### config.mk
export PLATFORM = sky130hd
export DESIGN_NAME = tkoc_top
export DESIGN_NICKNAME = d
export VERILOG_FILES = /design/src/design/tkoc_pkg.sv /design/src/design/tkoc_top.sv
export SDC_FILE = /design/constraint.sdc
export NUM_CORES = 1
export LEC_CHECK = 0
export BUFFER_PORTS_ARGS = -buffer_cell sky130_fd_sc_hd__buf_2
export CAP_MARGIN = 10
export CORE_MARGIN = 5
export CORE_UTILIZATION = 44
export DETAILED_ROUTE_END_ITERATION = 6
export MAX_ROUTING_LAYER = met4
export PLACE_DENSITY_LB_ADDON = 0.12
export SLEW_MARGIN = 40
export SYNTH_ARGS = -nofsm -noshare
export SYNTH_HDL_FRONTEND = slang
export SYNTH_SLANG_ARGS = --single-unit
### constraint.sdc
create_clock -name clk -period 5.6 [get_ports clk]
set_input_delay 0.56 -clock clk [delete_from_list [all_inputs] [get_ports clk]]
set_output_delay 0.56 -clock clk [all_outputs]
set_load 0.02 [all_outputs]
### src/design/tkoc_pkg.sv
// Shared constants and types for the touch key output control block
package tkoc_pkg;
    // ------------------------------------------------------------
    // Timing
    // ------------------------------------------------------------
    localparam int unsigned CLK_HZ         = 100_000_000;
    localparam int unsigned SETTLE_TIME_MS = 500;
    localparam int unsigned WATCH_TIME_MS  = 16000;
    localparam logic [31:0] SETTLE_CYCLES  = 32'(SETTLE_TIME_MS * (CLK_HZ / 1000));
    localparam logic [31:0] WATCH_CYCLES   = 32'(WATCH_TIME_MS * (CLK_HZ / 1000));
    localparam logic [7:0]  DRIFT_PERIOD   = 8'h40;

    // ------------------------------------------------------------
    // Register map
    // ------------------------------------------------------------
    localparam logic [11:0] ADDR_CTRL     = 12'h000;
    localparam logic [11:0] ADDR_STATUS   = 12'h004;
    localparam logic [11:0] ADDR_CONFIG   = 12'h008;
    localparam logic [11:0] ADDR_BASELINE = 12'h00c;

    localparam int CTRL_RECAL_BIT = 0;
    localparam int CTRL_DRIFT_BIT = 1;
    localparam logic CTRL_DRIFT_RESET = 1'b1;

    localparam int STAT_TOUCH_BIT  = 0;
    localparam int STAT_KEY_BIT    = 1;
    localparam int STAT_SETTLE_BIT = 2;
    localparam int STAT_TOG_BIT    = 3;
    localparam int STAT_PIN_BIT    = 4;

    localparam int CFG_FORM_BIT = 0;
    localparam int CFG_THR_LSB  = 8;

    // ------------------------------------------------------------
    // Types
    // ------------------------------------------------------------
    localparam logic FORM_DIRECT = 1'b0;
    localparam logic FORM_TOGGLE = 1'b1;

    typedef enum logic [1:0] {
        ST_SETTLE = 2'b01,
        ST_RUN    = 2'b10
    } tkoc_state_t;
endpackage : tkoc_pkg

### src/design/tkoc_top.sv
// Touch key output control: detection, output forms, timers, APB registers
//
// How it works
// - Direct form: drive key low while touched, else release; released at power-up.
// - Toggle form selected by fuse value one; open drain, released at power-up.
// - Watch timer limits continuous key assertion to sixteen seconds.
// - Timer expiry restores power-up state; key stays off until fresh detection.
// - First half second after power-up: detection and output disabled.
// - Fuse contents latched once after power-up and used thereafter.
// - Unprogrammed fuse bits read as zero, giving direct form defaults.
// - Touch declared when count exceeds baseline by more than fuse threshold.
//
// Local design decisions: the address map and register access over APB.
`timescale 1ns/100ps
module tkoc_top #(
    parameter logic [31:0] SETTLE_CYCLES = tkoc_pkg::SETTLE_CYCLES,
    parameter logic [31:0] WATCH_CYCLES  = tkoc_pkg::WATCH_CYCLES
) (
    input  wire logic        clk,
    input  wire logic        rst,
    input  wire logic        psel,
    input  wire logic        penable,
    input  wire logic        pwrite,
    input  wire logic [11:0] paddr,
    input  wire logic [31:0] pwdata,
    output logic      [31:0] prdata,
    output logic             pready,
    output logic             pslverr,
    input  wire logic [15:0] sense_count,
    input  wire logic        sense_valid,
    input  wire logic        fuse_output_form,
    input  wire logic [7:0]  fuse_threshold,
    input  wire logic        key_out_n_in,
    output logic             key_out_n_out,
    output logic             key_out_n_oe
);
    // ------------------------------------------------------------
    // State
    // ------------------------------------------------------------
    tkoc_pkg::tkoc_state_t state;
    logic        fuse_done;
    logic        output_form_select;
    logic [7:0]  threshold;
    logic [15:0] sample;
    logic [15:0] baseline;
    logic [7:0]  drift_cnt;
    logic [31:0] settle_cnt;
    logic [31:0] watch_cnt;
    logic        touch_prev;
    logic        tog_state;
    logic        key_drive;
    logic        drift_en;
    logic        recal_req;
    logic        touch;
    logic        onset;
    logic        settle_done;
    logic        watch_expire;
    logic        recapture;
    logic        next_tog;
    logic        wr_en;
    logic        rd_setup;
    logic [3:0]  sel;

    function automatic logic [3:0] reg_sel(input logic [11:0] a);
        reg_sel = {a == tkoc_pkg::ADDR_BASELINE, a == tkoc_pkg::ADDR_CONFIG,
                   a == tkoc_pkg::ADDR_STATUS, a == tkoc_pkg::ADDR_CTRL};
    endfunction : reg_sel

    // ------------------------------------------------------------
    // Fuse latch
    // ------------------------------------------------------------
    // Fuses are read one cycle after release, never under reset
    always_ff @(posedge clk) begin
        if (rst) begin
            fuse_done          <= 1'b0;
            output_form_select <= tkoc_pkg::FORM_DIRECT;
            threshold          <= 8'h00;
        end else if (!fuse_done) begin
            fuse_done          <= 1'b1;
            output_form_select <= fuse_output_form;
            threshold          <= fuse_threshold;
        end
    end

    // ------------------------------------------------------------
    // Detection
    // ------------------------------------------------------------
    always_ff @(posedge clk) begin
        if (rst) begin
            sample <= 16'h0000;
        end else if (sense_valid) begin
            sample <= sense_count;
        end
    end

    assign touch = (state == tkoc_pkg::ST_RUN)
                 && ({1'b0, sample} > ({1'b0, baseline} + {9'h000, threshold}));
    assign onset = touch && !touch_prev;
    assign settle_done = (state == tkoc_pkg::ST_SETTLE) && (settle_cnt == SETTLE_CYCLES - 1);
    assign watch_expire = key_drive && (watch_cnt == WATCH_CYCLES - 1);
    assign recapture = settle_done || watch_expire || recal_req;

    always_ff @(posedge clk) begin
        if (rst) begin
            state      <= tkoc_pkg::ST_SETTLE;
            settle_cnt <= 32'h0000_0000;
        end else begin
            case (state)
                tkoc_pkg::ST_SETTLE: begin
                    settle_cnt <= settle_cnt + 32'h0000_0001;
                    if (settle_done) begin
                        state <= tkoc_pkg::ST_RUN;
                    end
                end
                tkoc_pkg::ST_RUN: begin
                    settle_cnt <= 32'h0000_0000;
                end
                default: begin
                    state      <= tkoc_pkg::ST_SETTLE;
                    settle_cnt <= 32'h0000_0000;
                end
            endcase
        end
    end

    // Drift steps by one count, slowly, so a slow finger is not absorbed
    always_ff @(posedge clk) begin
        if (rst) begin
            baseline  <= 16'h0000;
            drift_cnt <= 8'h00;
        end else if (recapture) begin
            baseline  <= sample;
            drift_cnt <= 8'h00;
        end else if (state == tkoc_pkg::ST_RUN && !touch && drift_en && sense_valid) begin
            if (drift_cnt == tkoc_pkg::DRIFT_PERIOD - 8'h01) begin
                drift_cnt <= 8'h00;
                if (sample > baseline) begin
                    baseline <= baseline + 16'h0001;
                end else if (sample < baseline) begin
                    baseline <= baseline - 16'h0001;
                end
            end else begin
                drift_cnt <= drift_cnt + 8'h01;
            end
        end
    end

    // ------------------------------------------------------------
    // Output forms and watch timer
    // ------------------------------------------------------------
    assign next_tog = onset ? !tog_state : tog_state;

    // After expiry touch_prev is forced so a held touch is not a new onset
    always_ff @(posedge clk) begin
        if (rst) begin
            touch_prev <= 1'b0;
            tog_state  <= 1'b0;
        end else if (watch_expire) begin
            touch_prev <= 1'b1;
            tog_state  <= 1'b0;
        end else begin
            touch_prev <= touch;
            if (output_form_select == tkoc_pkg::FORM_TOGGLE) begin
                tog_state <= next_tog;
            end else begin
                tog_state <= 1'b0;
            end
        end
    end

    always_ff @(posedge clk) begin
        if (rst) begin
            key_drive <= 1'b0;
        end else if (state != tkoc_pkg::ST_RUN || watch_expire) begin
            key_drive <= 1'b0;
        end else if (output_form_select == tkoc_pkg::FORM_TOGGLE) begin
            key_drive <= next_tog;
        end else begin
            key_drive <= touch;
        end
    end

    always_ff @(posedge clk) begin
        if (rst || !key_drive || watch_expire) begin
            watch_cnt <= 32'h0000_0000;
        end else begin
            watch_cnt <= watch_cnt + 32'h0000_0001;
        end
    end

    assign key_out_n_out = 1'b0;
    assign key_out_n_oe  = key_drive;

    // ------------------------------------------------------------
    // APB slave
    // ------------------------------------------------------------
    assign pready   = 1'b1;
    assign pslverr  = psel && penable && (reg_sel(paddr) == 4'h0);
    assign wr_en    = psel && penable && pwrite;
    assign rd_setup = psel && !penable && !pwrite;
    assign sel      = reg_sel(paddr);

    always_ff @(posedge clk) begin
        if (rst) begin
            drift_en  <= tkoc_pkg::CTRL_DRIFT_RESET;
            recal_req <= 1'b0;
        end else begin
            recal_req <= wr_en && sel[0] && pwdata[tkoc_pkg::CTRL_RECAL_BIT];
            if (wr_en && sel[0]) begin
                drift_en <= pwdata[tkoc_pkg::CTRL_DRIFT_BIT];
            end
        end
    end

    // Read data is captured in setup so it stands stable through access
    always_ff @(posedge clk) begin
        if (rst) begin
            prdata <= 32'h0000_0000;
        end else if (rd_setup) begin
            prdata <= 32'h0000_0000;
            case (reg_sel(paddr))
                4'h1: prdata[tkoc_pkg::CTRL_DRIFT_BIT] <= drift_en;
                4'h2: begin
                    prdata[tkoc_pkg::STAT_TOUCH_BIT]  <= touch;
                    prdata[tkoc_pkg::STAT_KEY_BIT]    <= key_drive;
                    prdata[tkoc_pkg::STAT_SETTLE_BIT] <= state == tkoc_pkg::ST_SETTLE;
                    prdata[tkoc_pkg::STAT_TOG_BIT]    <= tog_state;
                    prdata[tkoc_pkg::STAT_PIN_BIT]    <= key_out_n_in;
                end
                4'h4: begin
                    prdata[tkoc_pkg::CFG_FORM_BIT] <= output_form_select;
                    prdata[tkoc_pkg::CFG_THR_LSB +: 8] <= threshold;
                end
                4'h8: prdata[15:0] <= baseline;
                default: prdata <= 32'h0000_0000;
            endcase
        end
    end
endmodule : tkoc_top

# After elaboration in Yosys (flattened, before gate mapping)
# Index checks and enable logic that the tools add are counted.
# W data, S select, Z words.
dict set report word_totals {
  output_inout_bits 36
  regBits 137
}
dict set report op_classes {
  add_sub_neg 6
  mux 17
  n_reduce_logical 36
  n_lt_le_gt_ge 3
  bitwise 3
  n_eq_ne 14
}
# cell count
set ops {}
lappend ops {{$mux W16} 5}
lappend ops {{$add A32 B1 Y32 const B} 2}
lappend ops {{$eq A32 B26 Y1 const B} 1}
lappend ops {{$eq A32 B31 Y1 const B} 1}
lappend ops {{$eq A12 B4 Y1 const B} 2}
lappend ops {{$add A16 B8 Y17} 1}
lappend ops {{$gt A16 B17 Y1} 1}
lappend ops {{$add A16 B1 Y16 const B} 1}
lappend ops {{$gt A16 B16 Y1} 1}
lappend ops {{$lt A16 B16 Y1} 1}
lappend ops {{$pmux W8 S2} 1}
lappend ops {{$sub A16 B1 Y16 const B} 1}
lappend ops {{$logic_and A1 B1 Y1} 14}
lappend ops {{$eq A12 B3 Y1 const B} 1}
lappend ops {{$logic_not A12 Y1} 1}
lappend ops {{$add A8 B1 Y8 const B} 1}
lappend ops {{$eq A8 B6 Y1 const B} 1}
lappend ops {{$mux W8} 1}
lappend ops {{$logic_not A1 Y1} 6}
lappend ops {{$pmux W1 S3} 2}
lappend ops {{$pmux W3 S2} 1}
lappend ops {{$reduce_or A2 Y1} 3}
lappend ops {{$logic_or A1 B1 Y1} 5}
lappend ops {{$eq A4 B1 Y1 const B} 1}
lappend ops {{17 further kinds} 24}

# Longest topological paths before layout
dict set report depth {
  word_depth 9
  depth_mapped 20
  depth_no_buf 18
}

# Worst setup path before layout
# OpenSTA, ideal clock, no wires.
dict set report synth_path {
  kind {register -> register}
  from {register baseline[3]}
  to {register baseline[15]}
  synth_period_minus_slack_ps 4362
  required_time_ps 5521
  path_stages_with_launch 17
  arrival_ps 4283
  slack_ps 1238
  path_cell_list {dfxtp_1 > inv_1 > ha_1 > a211oi_1 > nor2_1 > o32a_2 > nor3b_1 > o21bai_1 > ha_1 > a211oi_1 > o21ai_0 > a2111oi_0 > or2_2 > o21ai_0 > xnor2_1 > mux2_2 > o211ai_1}
}
dict set report synth_via {
  elab_chain_cells 9
}
# item line
set synth_lines {}
lappend synth_lines {{start, declared} tkoc_top.sv:45} ;# logic [15:0] baseline;
lappend synth_lines {{start signal, assigned} tkoc_top.sv:132} ;# baseline <= sample;
lappend synth_lines {{start signal, assigned} tkoc_top.sv:138} ;# baseline <= baseline + 16'h0001;
lappend synth_lines {{start signal, assigned} tkoc_top.sv:140} ;# baseline <= baseline - 16'h0001;
lappend synth_lines {{$add A16 B8 Y17} tkoc_top.sv:97} ;# && ({1'b0, sample} > ({1'b0, baseline} + {9'h000, threshold}));
lappend synth_lines {{$gt A16 B17 Y1} tkoc_top.sv:97}
lappend synth_lines {{$logic_and A1 B1 Y1} tkoc_top.sv:97}
lappend synth_lines {{$logic_not A1 Y1} tkoc_top.sv:134} ;# end else if (state == tkoc_pkg::ST_RUN && !touch && drift_en && sense_valid) begin
lappend synth_lines {{$logic_and A1 B1 Y1 (3 in series)} tkoc_top.sv:134}
lappend synth_lines {{$reduce_bool A2 Y1 (no line)} n/a}
lappend synth_lines {{$reduce_and A3 Y1 (no line)} n/a}
# Several ways; a longest one is shown, not always the timed one. The select of a mux whose other input is x is not followed.
# A chain may end at the register's enable or synchronous reset.

# Final worst setup path
dict set report layout_path {
  from {register baseline[1]}
  to {register baseline[7]}
}
# The elaborated chain is that of the path after synthesis.

==> run_results.csv <==
group,metric,value,unit
detailed_routing,drt_pre_antenna_iters,5,
pwr,combinational_fraction_of_design_power,0.099,
detailed_routing,via_per_inst,5.18,
global_routing,pin_count_of_the_biggest_net_entering_global_routing,59,
global_routing,groute.layer.met1.usage,0.252,
setup_path,cp-start-kind,"flip-flop",
global_routing,antenna_found_initial,0,
setup_path,cp_max_fo,10,
detailed_routing,routed_wire_length_per_instance,14.7,microns
yosys,synth_sequential_area_ratio,0.355,
job,cap_viol_max_count,0,
pwr,power-per-cell-area,281,nW/um^2
yosys,synthDominantCellAreaShare,0.355,
finish,multiInputGateArea,4670,sq um
worst_hold_path,hold_depth,3,
placed_design,gp_routability_congestion,0.868,
clock_network,ctsHoldBuffers,0,
timing,finalHoldViolations,0,
placed_design,hpwlAfterDp,12.7,mm
global_routing,grt_remaining_overflow,0,
detailed_routing,final_antenna_net_count,0,
yosys,total_number_of_yosys_warnings,0,
yosys,syn_avg_cell_area,8.75,sq um
finish,final_net_count,1079,
floorplanning,pin_count,112,
pwr,power.share.switching,0.246,
clock_network,clock_tree_from_tritoncts,"done",
timing,grt_setup_unrepaired,"false",
yosys,ys_seq_elements,137,
clock_network,tritoncts.num_buffers,17,
yosys,synth-edff-count,0,
clock_network,cts-root-buf,"sky130_fd_sc_hd__clkbuf_16",
timing,timing.clock.skew,0.00878,ns
timing,max-slew-margin-rel,0.559,
yosys,netlist-cell-type-count,56,
floorplanning,width_of_the_die,143,microns
clock_network,clock_path_buffers,2,
timing,final_cycle_share,0.852,
setup_path,timing.setup.critical_path_class,"flip-flop to flip-flop",
setup_path,r2r.worst_path.cells,20,
detailed_routing,wl,17.4,mm
pwr,report.power.total,2.48,mW
finish,synthToLayoutAreaGrowth,14.0,%
floorplanning,die-height,143,microns
detailed_routing,vias,6117,
floorplanning,design.core.area,17300,sq um
floorplanning,initial_utilization,0.447,
placed_design,io_buffers,63,
yosys,commonest_register_cell_after_synthesis,"sky130_fd_sc_hd__dfxtp_1",
floorplanning,rows,48,
yosys,post_synth_inst_count,884,
global_routing,grt_pass1_wl,28.6,mm
timing,clock.fmax,210,MHz
timing,period_minus_slack,4.77,ns
pwr,power_report.internal_total,1.87,mW
finish,seq_area,2740,sq um
clock_network,postCtsSetupBuffers,0,
clock_network,insertion_delay,0.42,ns
global_routing,globalRouteMet2Util,0.263,
yosys,netlist.top_cell.by_area,"sky130_fd_sc_hd__dfxtp_1",
clock_network,htree_num_levels,4,
floorplanning,fp.dieArea,20300,sq um
run_status,status,"completed",
global_routing,grt_most_used_layer,"met2",
clock_network,clock_sinks,137,
detailed_routing,drc,0,
pwr,ir_worst_vdd,0.197,mV
finish,layout-drive-gt1-share,0.132,
setup_path,cp.arrival,5.04,ns
global_routing,grt_usage,0.180,
timing,final_count_of_pins_violating_max_slew,0,
pwr,clock_network_fraction_of_design_power,0.494,
global_routing,grt_pass1_vias,5653,
clock_network,post_cts_sizing,0,
pwr,power.share.sequential,0.406,
timing,tightestPinTransition,0.661,ns
pwr,leakage,3.59,nW
detailed_routing,dr.first_iter.drc_count,276,
yosys,syn-cell-area,7730,sq um
worst_hold_path,worst_hold_path_type,"input port to flip-flop",
pwr,power_switching,0.610,mW
setup_path,worst_setup_path_end_kind,"flip-flop",
clock_network,clkTransAtPathRegs,0.06,ns
timing,setup_tns_final,0,ns
setup_path,cp_data_required_time,5.87,ns
finish,nFillCells,1663,
yosys,async_flop_share,0,
finish,antennaDiodeCount,0,
global_routing,global_route_track_usage_on_met3,0.0353,
timing,setup_viol_count_final,0,
yosys,post_synth_main_area_contributors,"sky130_fd_sc_hd__dfxtp_1, sky130_fd_sc_hd__ha_1, sky130_fd_sc_hd__nor2_1, sky130_fd_sc_hd__mux2i_1, sky130_fd_sc_hd__xor2_1",
[sequential cells by signal, summed over array words and instances, names as in the netlist]
| signal | cells |
|---|---|
| baseline | 16 |
| drift_cnt | 8 |
| drift_en | 1 |
| fuse_done | 1 |
| key_out_n_oe | 1 |
| output_form_select | 1 |
| prdata | 16 |
| recal_req | 1 |
| sample | 16 |
| settle_cnt | 32 |
| state | 2 |
| threshold | 8 |
| tog_state | 1 |
| touch_prev | 1 |
| watch_cnt | 32 |
[placed cells by master, fill, tap and decap left out, types with 3 or more instances in the layout]
cell                        synthesis  final
sky130_fd_sc_hd__a211oi_1          20     20
sky130_fd_sc_hd__a21o_1             4      4
sky130_fd_sc_hd__a21oi_1           36     36
sky130_fd_sc_hd__a22oi_1           11     11
sky130_fd_sc_hd__and2_1             5      5
sky130_fd_sc_hd__and3_1            19     19
sky130_fd_sc_hd__and4_1             7      7
sky130_fd_sc_hd__buf_2              0     63
sky130_fd_sc_hd__buf_4             18      7
sky130_fd_sc_hd__bufinv_16          0      4
sky130_fd_sc_hd__clkbuf_16          0     17
sky130_fd_sc_hd__conb_1             2     18
sky130_fd_sc_hd__dfxtp_1          137    137
sky130_fd_sc_hd__ha_1              57     57
sky130_fd_sc_hd__inv_1             30     30
sky130_fd_sc_hd__inv_6              0      3
sky130_fd_sc_hd__mux2_2             9      9
sky130_fd_sc_hd__mux2i_1           47     47
sky130_fd_sc_hd__nand2_1           48     46
sky130_fd_sc_hd__nand3_1           39     39
sky130_fd_sc_hd__nand3b_1           5      5
sky130_fd_sc_hd__nand4_1           26     26
sky130_fd_sc_hd__nor2_1           138    138
sky130_fd_sc_hd__nor2b_1            5      5
sky130_fd_sc_hd__nor3_1            12     11
sky130_fd_sc_hd__nor3b_1            7      7
sky130_fd_sc_hd__nor4_1             7      6
sky130_fd_sc_hd__nor4b_1            3      3
sky130_fd_sc_hd__o211ai_1           4      4
sky130_fd_sc_hd__o21a_1             4      4
sky130_fd_sc_hd__o21ai_0           27     27
sky130_fd_sc_hd__o21bai_1           5      5
sky130_fd_sc_hd__o22ai_1            3      3
sky130_fd_sc_hd__or2_2              3      3
sky130_fd_sc_hd__or3_1              5      5
sky130_fd_sc_hd__xnor2_1           38     38
sky130_fd_sc_hd__xor2_1            53     53
[synth_stat cells, types with 16 or more instances]
master / n
sky130_fd_sc_hd__a211oi_1: 20
sky130_fd_sc_hd__a21oi_1: 36
sky130_fd_sc_hd__and3_1: 19
sky130_fd_sc_hd__buf_4: 18
sky130_fd_sc_hd__clkbuf_1: 16
sky130_fd_sc_hd__dfxtp_1: 137
sky130_fd_sc_hd__ha_1: 57
sky130_fd_sc_hd__inv_1: 30
sky130_fd_sc_hd__mux2i_1: 47
sky130_fd_sc_hd__nand2_1: 48
sky130_fd_sc_hd__nand3_1: 39
sky130_fd_sc_hd__nand4_1: 26
sky130_fd_sc_hd__nor2_1: 138
sky130_fd_sc_hd__o21ai_0: 27
sky130_fd_sc_hd__xnor2_1: 38
sky130_fd_sc_hd__xor2_1: 53
[cell type report]
type / count / share of cell area
Timing Repair Buffer: 70 / 0.0417
Tap cell: 225 / 0.0319
Sequential cell: 137 / 0.311
Clock buffer: 20 / 0.0518
Multi-Input combinational cell: 688 / 0.530
Inverter: 30 / 0.0128
Clock inverter: 12 / 0.0213
[metrics by stage]
| stage | area (sq um) | cells | setup slack (ns) | hold slack [ns] | util |
|---|---|---|---|---|---|
| after CTS | 8810 | 1182 | 0.844 | 0.352 | 0.509 |
| after detailed placement | 8170 | 1150 | 0.872 | 0.447 | 0.472 |
| after global routing | 8820 | 1182 | 0.500 | 0.372 | 0.510 |
| final | 8820 | 1182 | 0.828 | 0.364 | 0.510 |
| after floorplan | 7790 | 900 | 1.24 | 0.426 | - |
| after global placement | 8160 | 1150 | 0.910 | 0.440 | 0.472 |
[critical path, cell delays in order, from the launching register on]
cell and delay (ns):
sky130_fd_sc_hd__dfxtp_1 0.50, sky130_fd_sc_hd__ha_1 0.29, sky130_fd_sc_hd__a21o_1 0.16, sky130_fd_sc_hd__a21oi_1 0.22
sky130_fd_sc_hd__o21bai_1 0.09, sky130_fd_sc_hd__a21oi_1 0.22, sky130_fd_sc_hd__o21bai_1 0.11, sky130_fd_sc_hd__a211oi_1 0.48
sky130_fd_sc_hd__nor3b_1 0.13, sky130_fd_sc_hd__xnor2_1 0.15, sky130_fd_sc_hd__ha_1 0.21, sky130_fd_sc_hd__a2111oi_0 0.38
sky130_fd_sc_hd__o21ai_0 0.15, sky130_fd_sc_hd__o22ai_1 0.15, sky130_fd_sc_hd__a21boi_0 0.11, sky130_fd_sc_hd__buf_4 0.17
sky130_fd_sc_hd__a21oi_4 0.30, sky130_fd_sc_hd__and3_1 0.23, sky130_fd_sc_hd__buf_4 0.22, sky130_fd_sc_hd__mux2i_1 0.22
sky130_fd_sc_hd__a211oi_1 0.09
[cells by family after synthesis]
group	share of synthesized area
XOR/XNOR	0.103
AND/OR/NAND/NOR	0.214
adder cells (fa/ha/maj)	0.0974
buffers and inverters	0.0516
multiplexers	0.0739
other	0.000971
flip-flops	0.355
AO/OA/AOI/OAI	0.104
[per-layer routing]
layer | share of wire | up-vias
li1 | - | 3210
met1 | 0.52 | 2795
met2 | 0.43 | 97
met3 | 0.039 | 15
met4 | 0.011 | 0
met5 | 0 | -
[power by group through the flow]
stage	clock network, mW	registers (mW)	logic, mW
finish	1.23	1.01	0.246
global route	1.30	1.01	0.277
CTS	1.25	1.01	0.246
detailed placement	0	1.03	0.245
global placement	0	1.03	0.243
floorplan	0	1.02	0.198
[path summary, 6_finish.rpt]
| check | slack [ns] | to | start |
|---|---|---|---|
| setup / recovery | 0.83 | baseline[7]$_SDFFE_PP0P_ | baseline[1]$_SDFFE_PP0P_ |
| setup reg to reg | 0.83 | baseline[7]$_SDFFE_PP0P_ | baseline[1]$_SDFFE_PP0P_ |
| hold / removal | 0.36 | threshold[0]$_SDFFE_PP0N_ | fuse_threshold[0] |
| hold reg to reg | 0.46 | prdata[1]$_SDFFE_PP0P_ | prdata[1]$_SDFFE_PP0P_ |
Note: power is estimated with default switching activity, not from simulation.
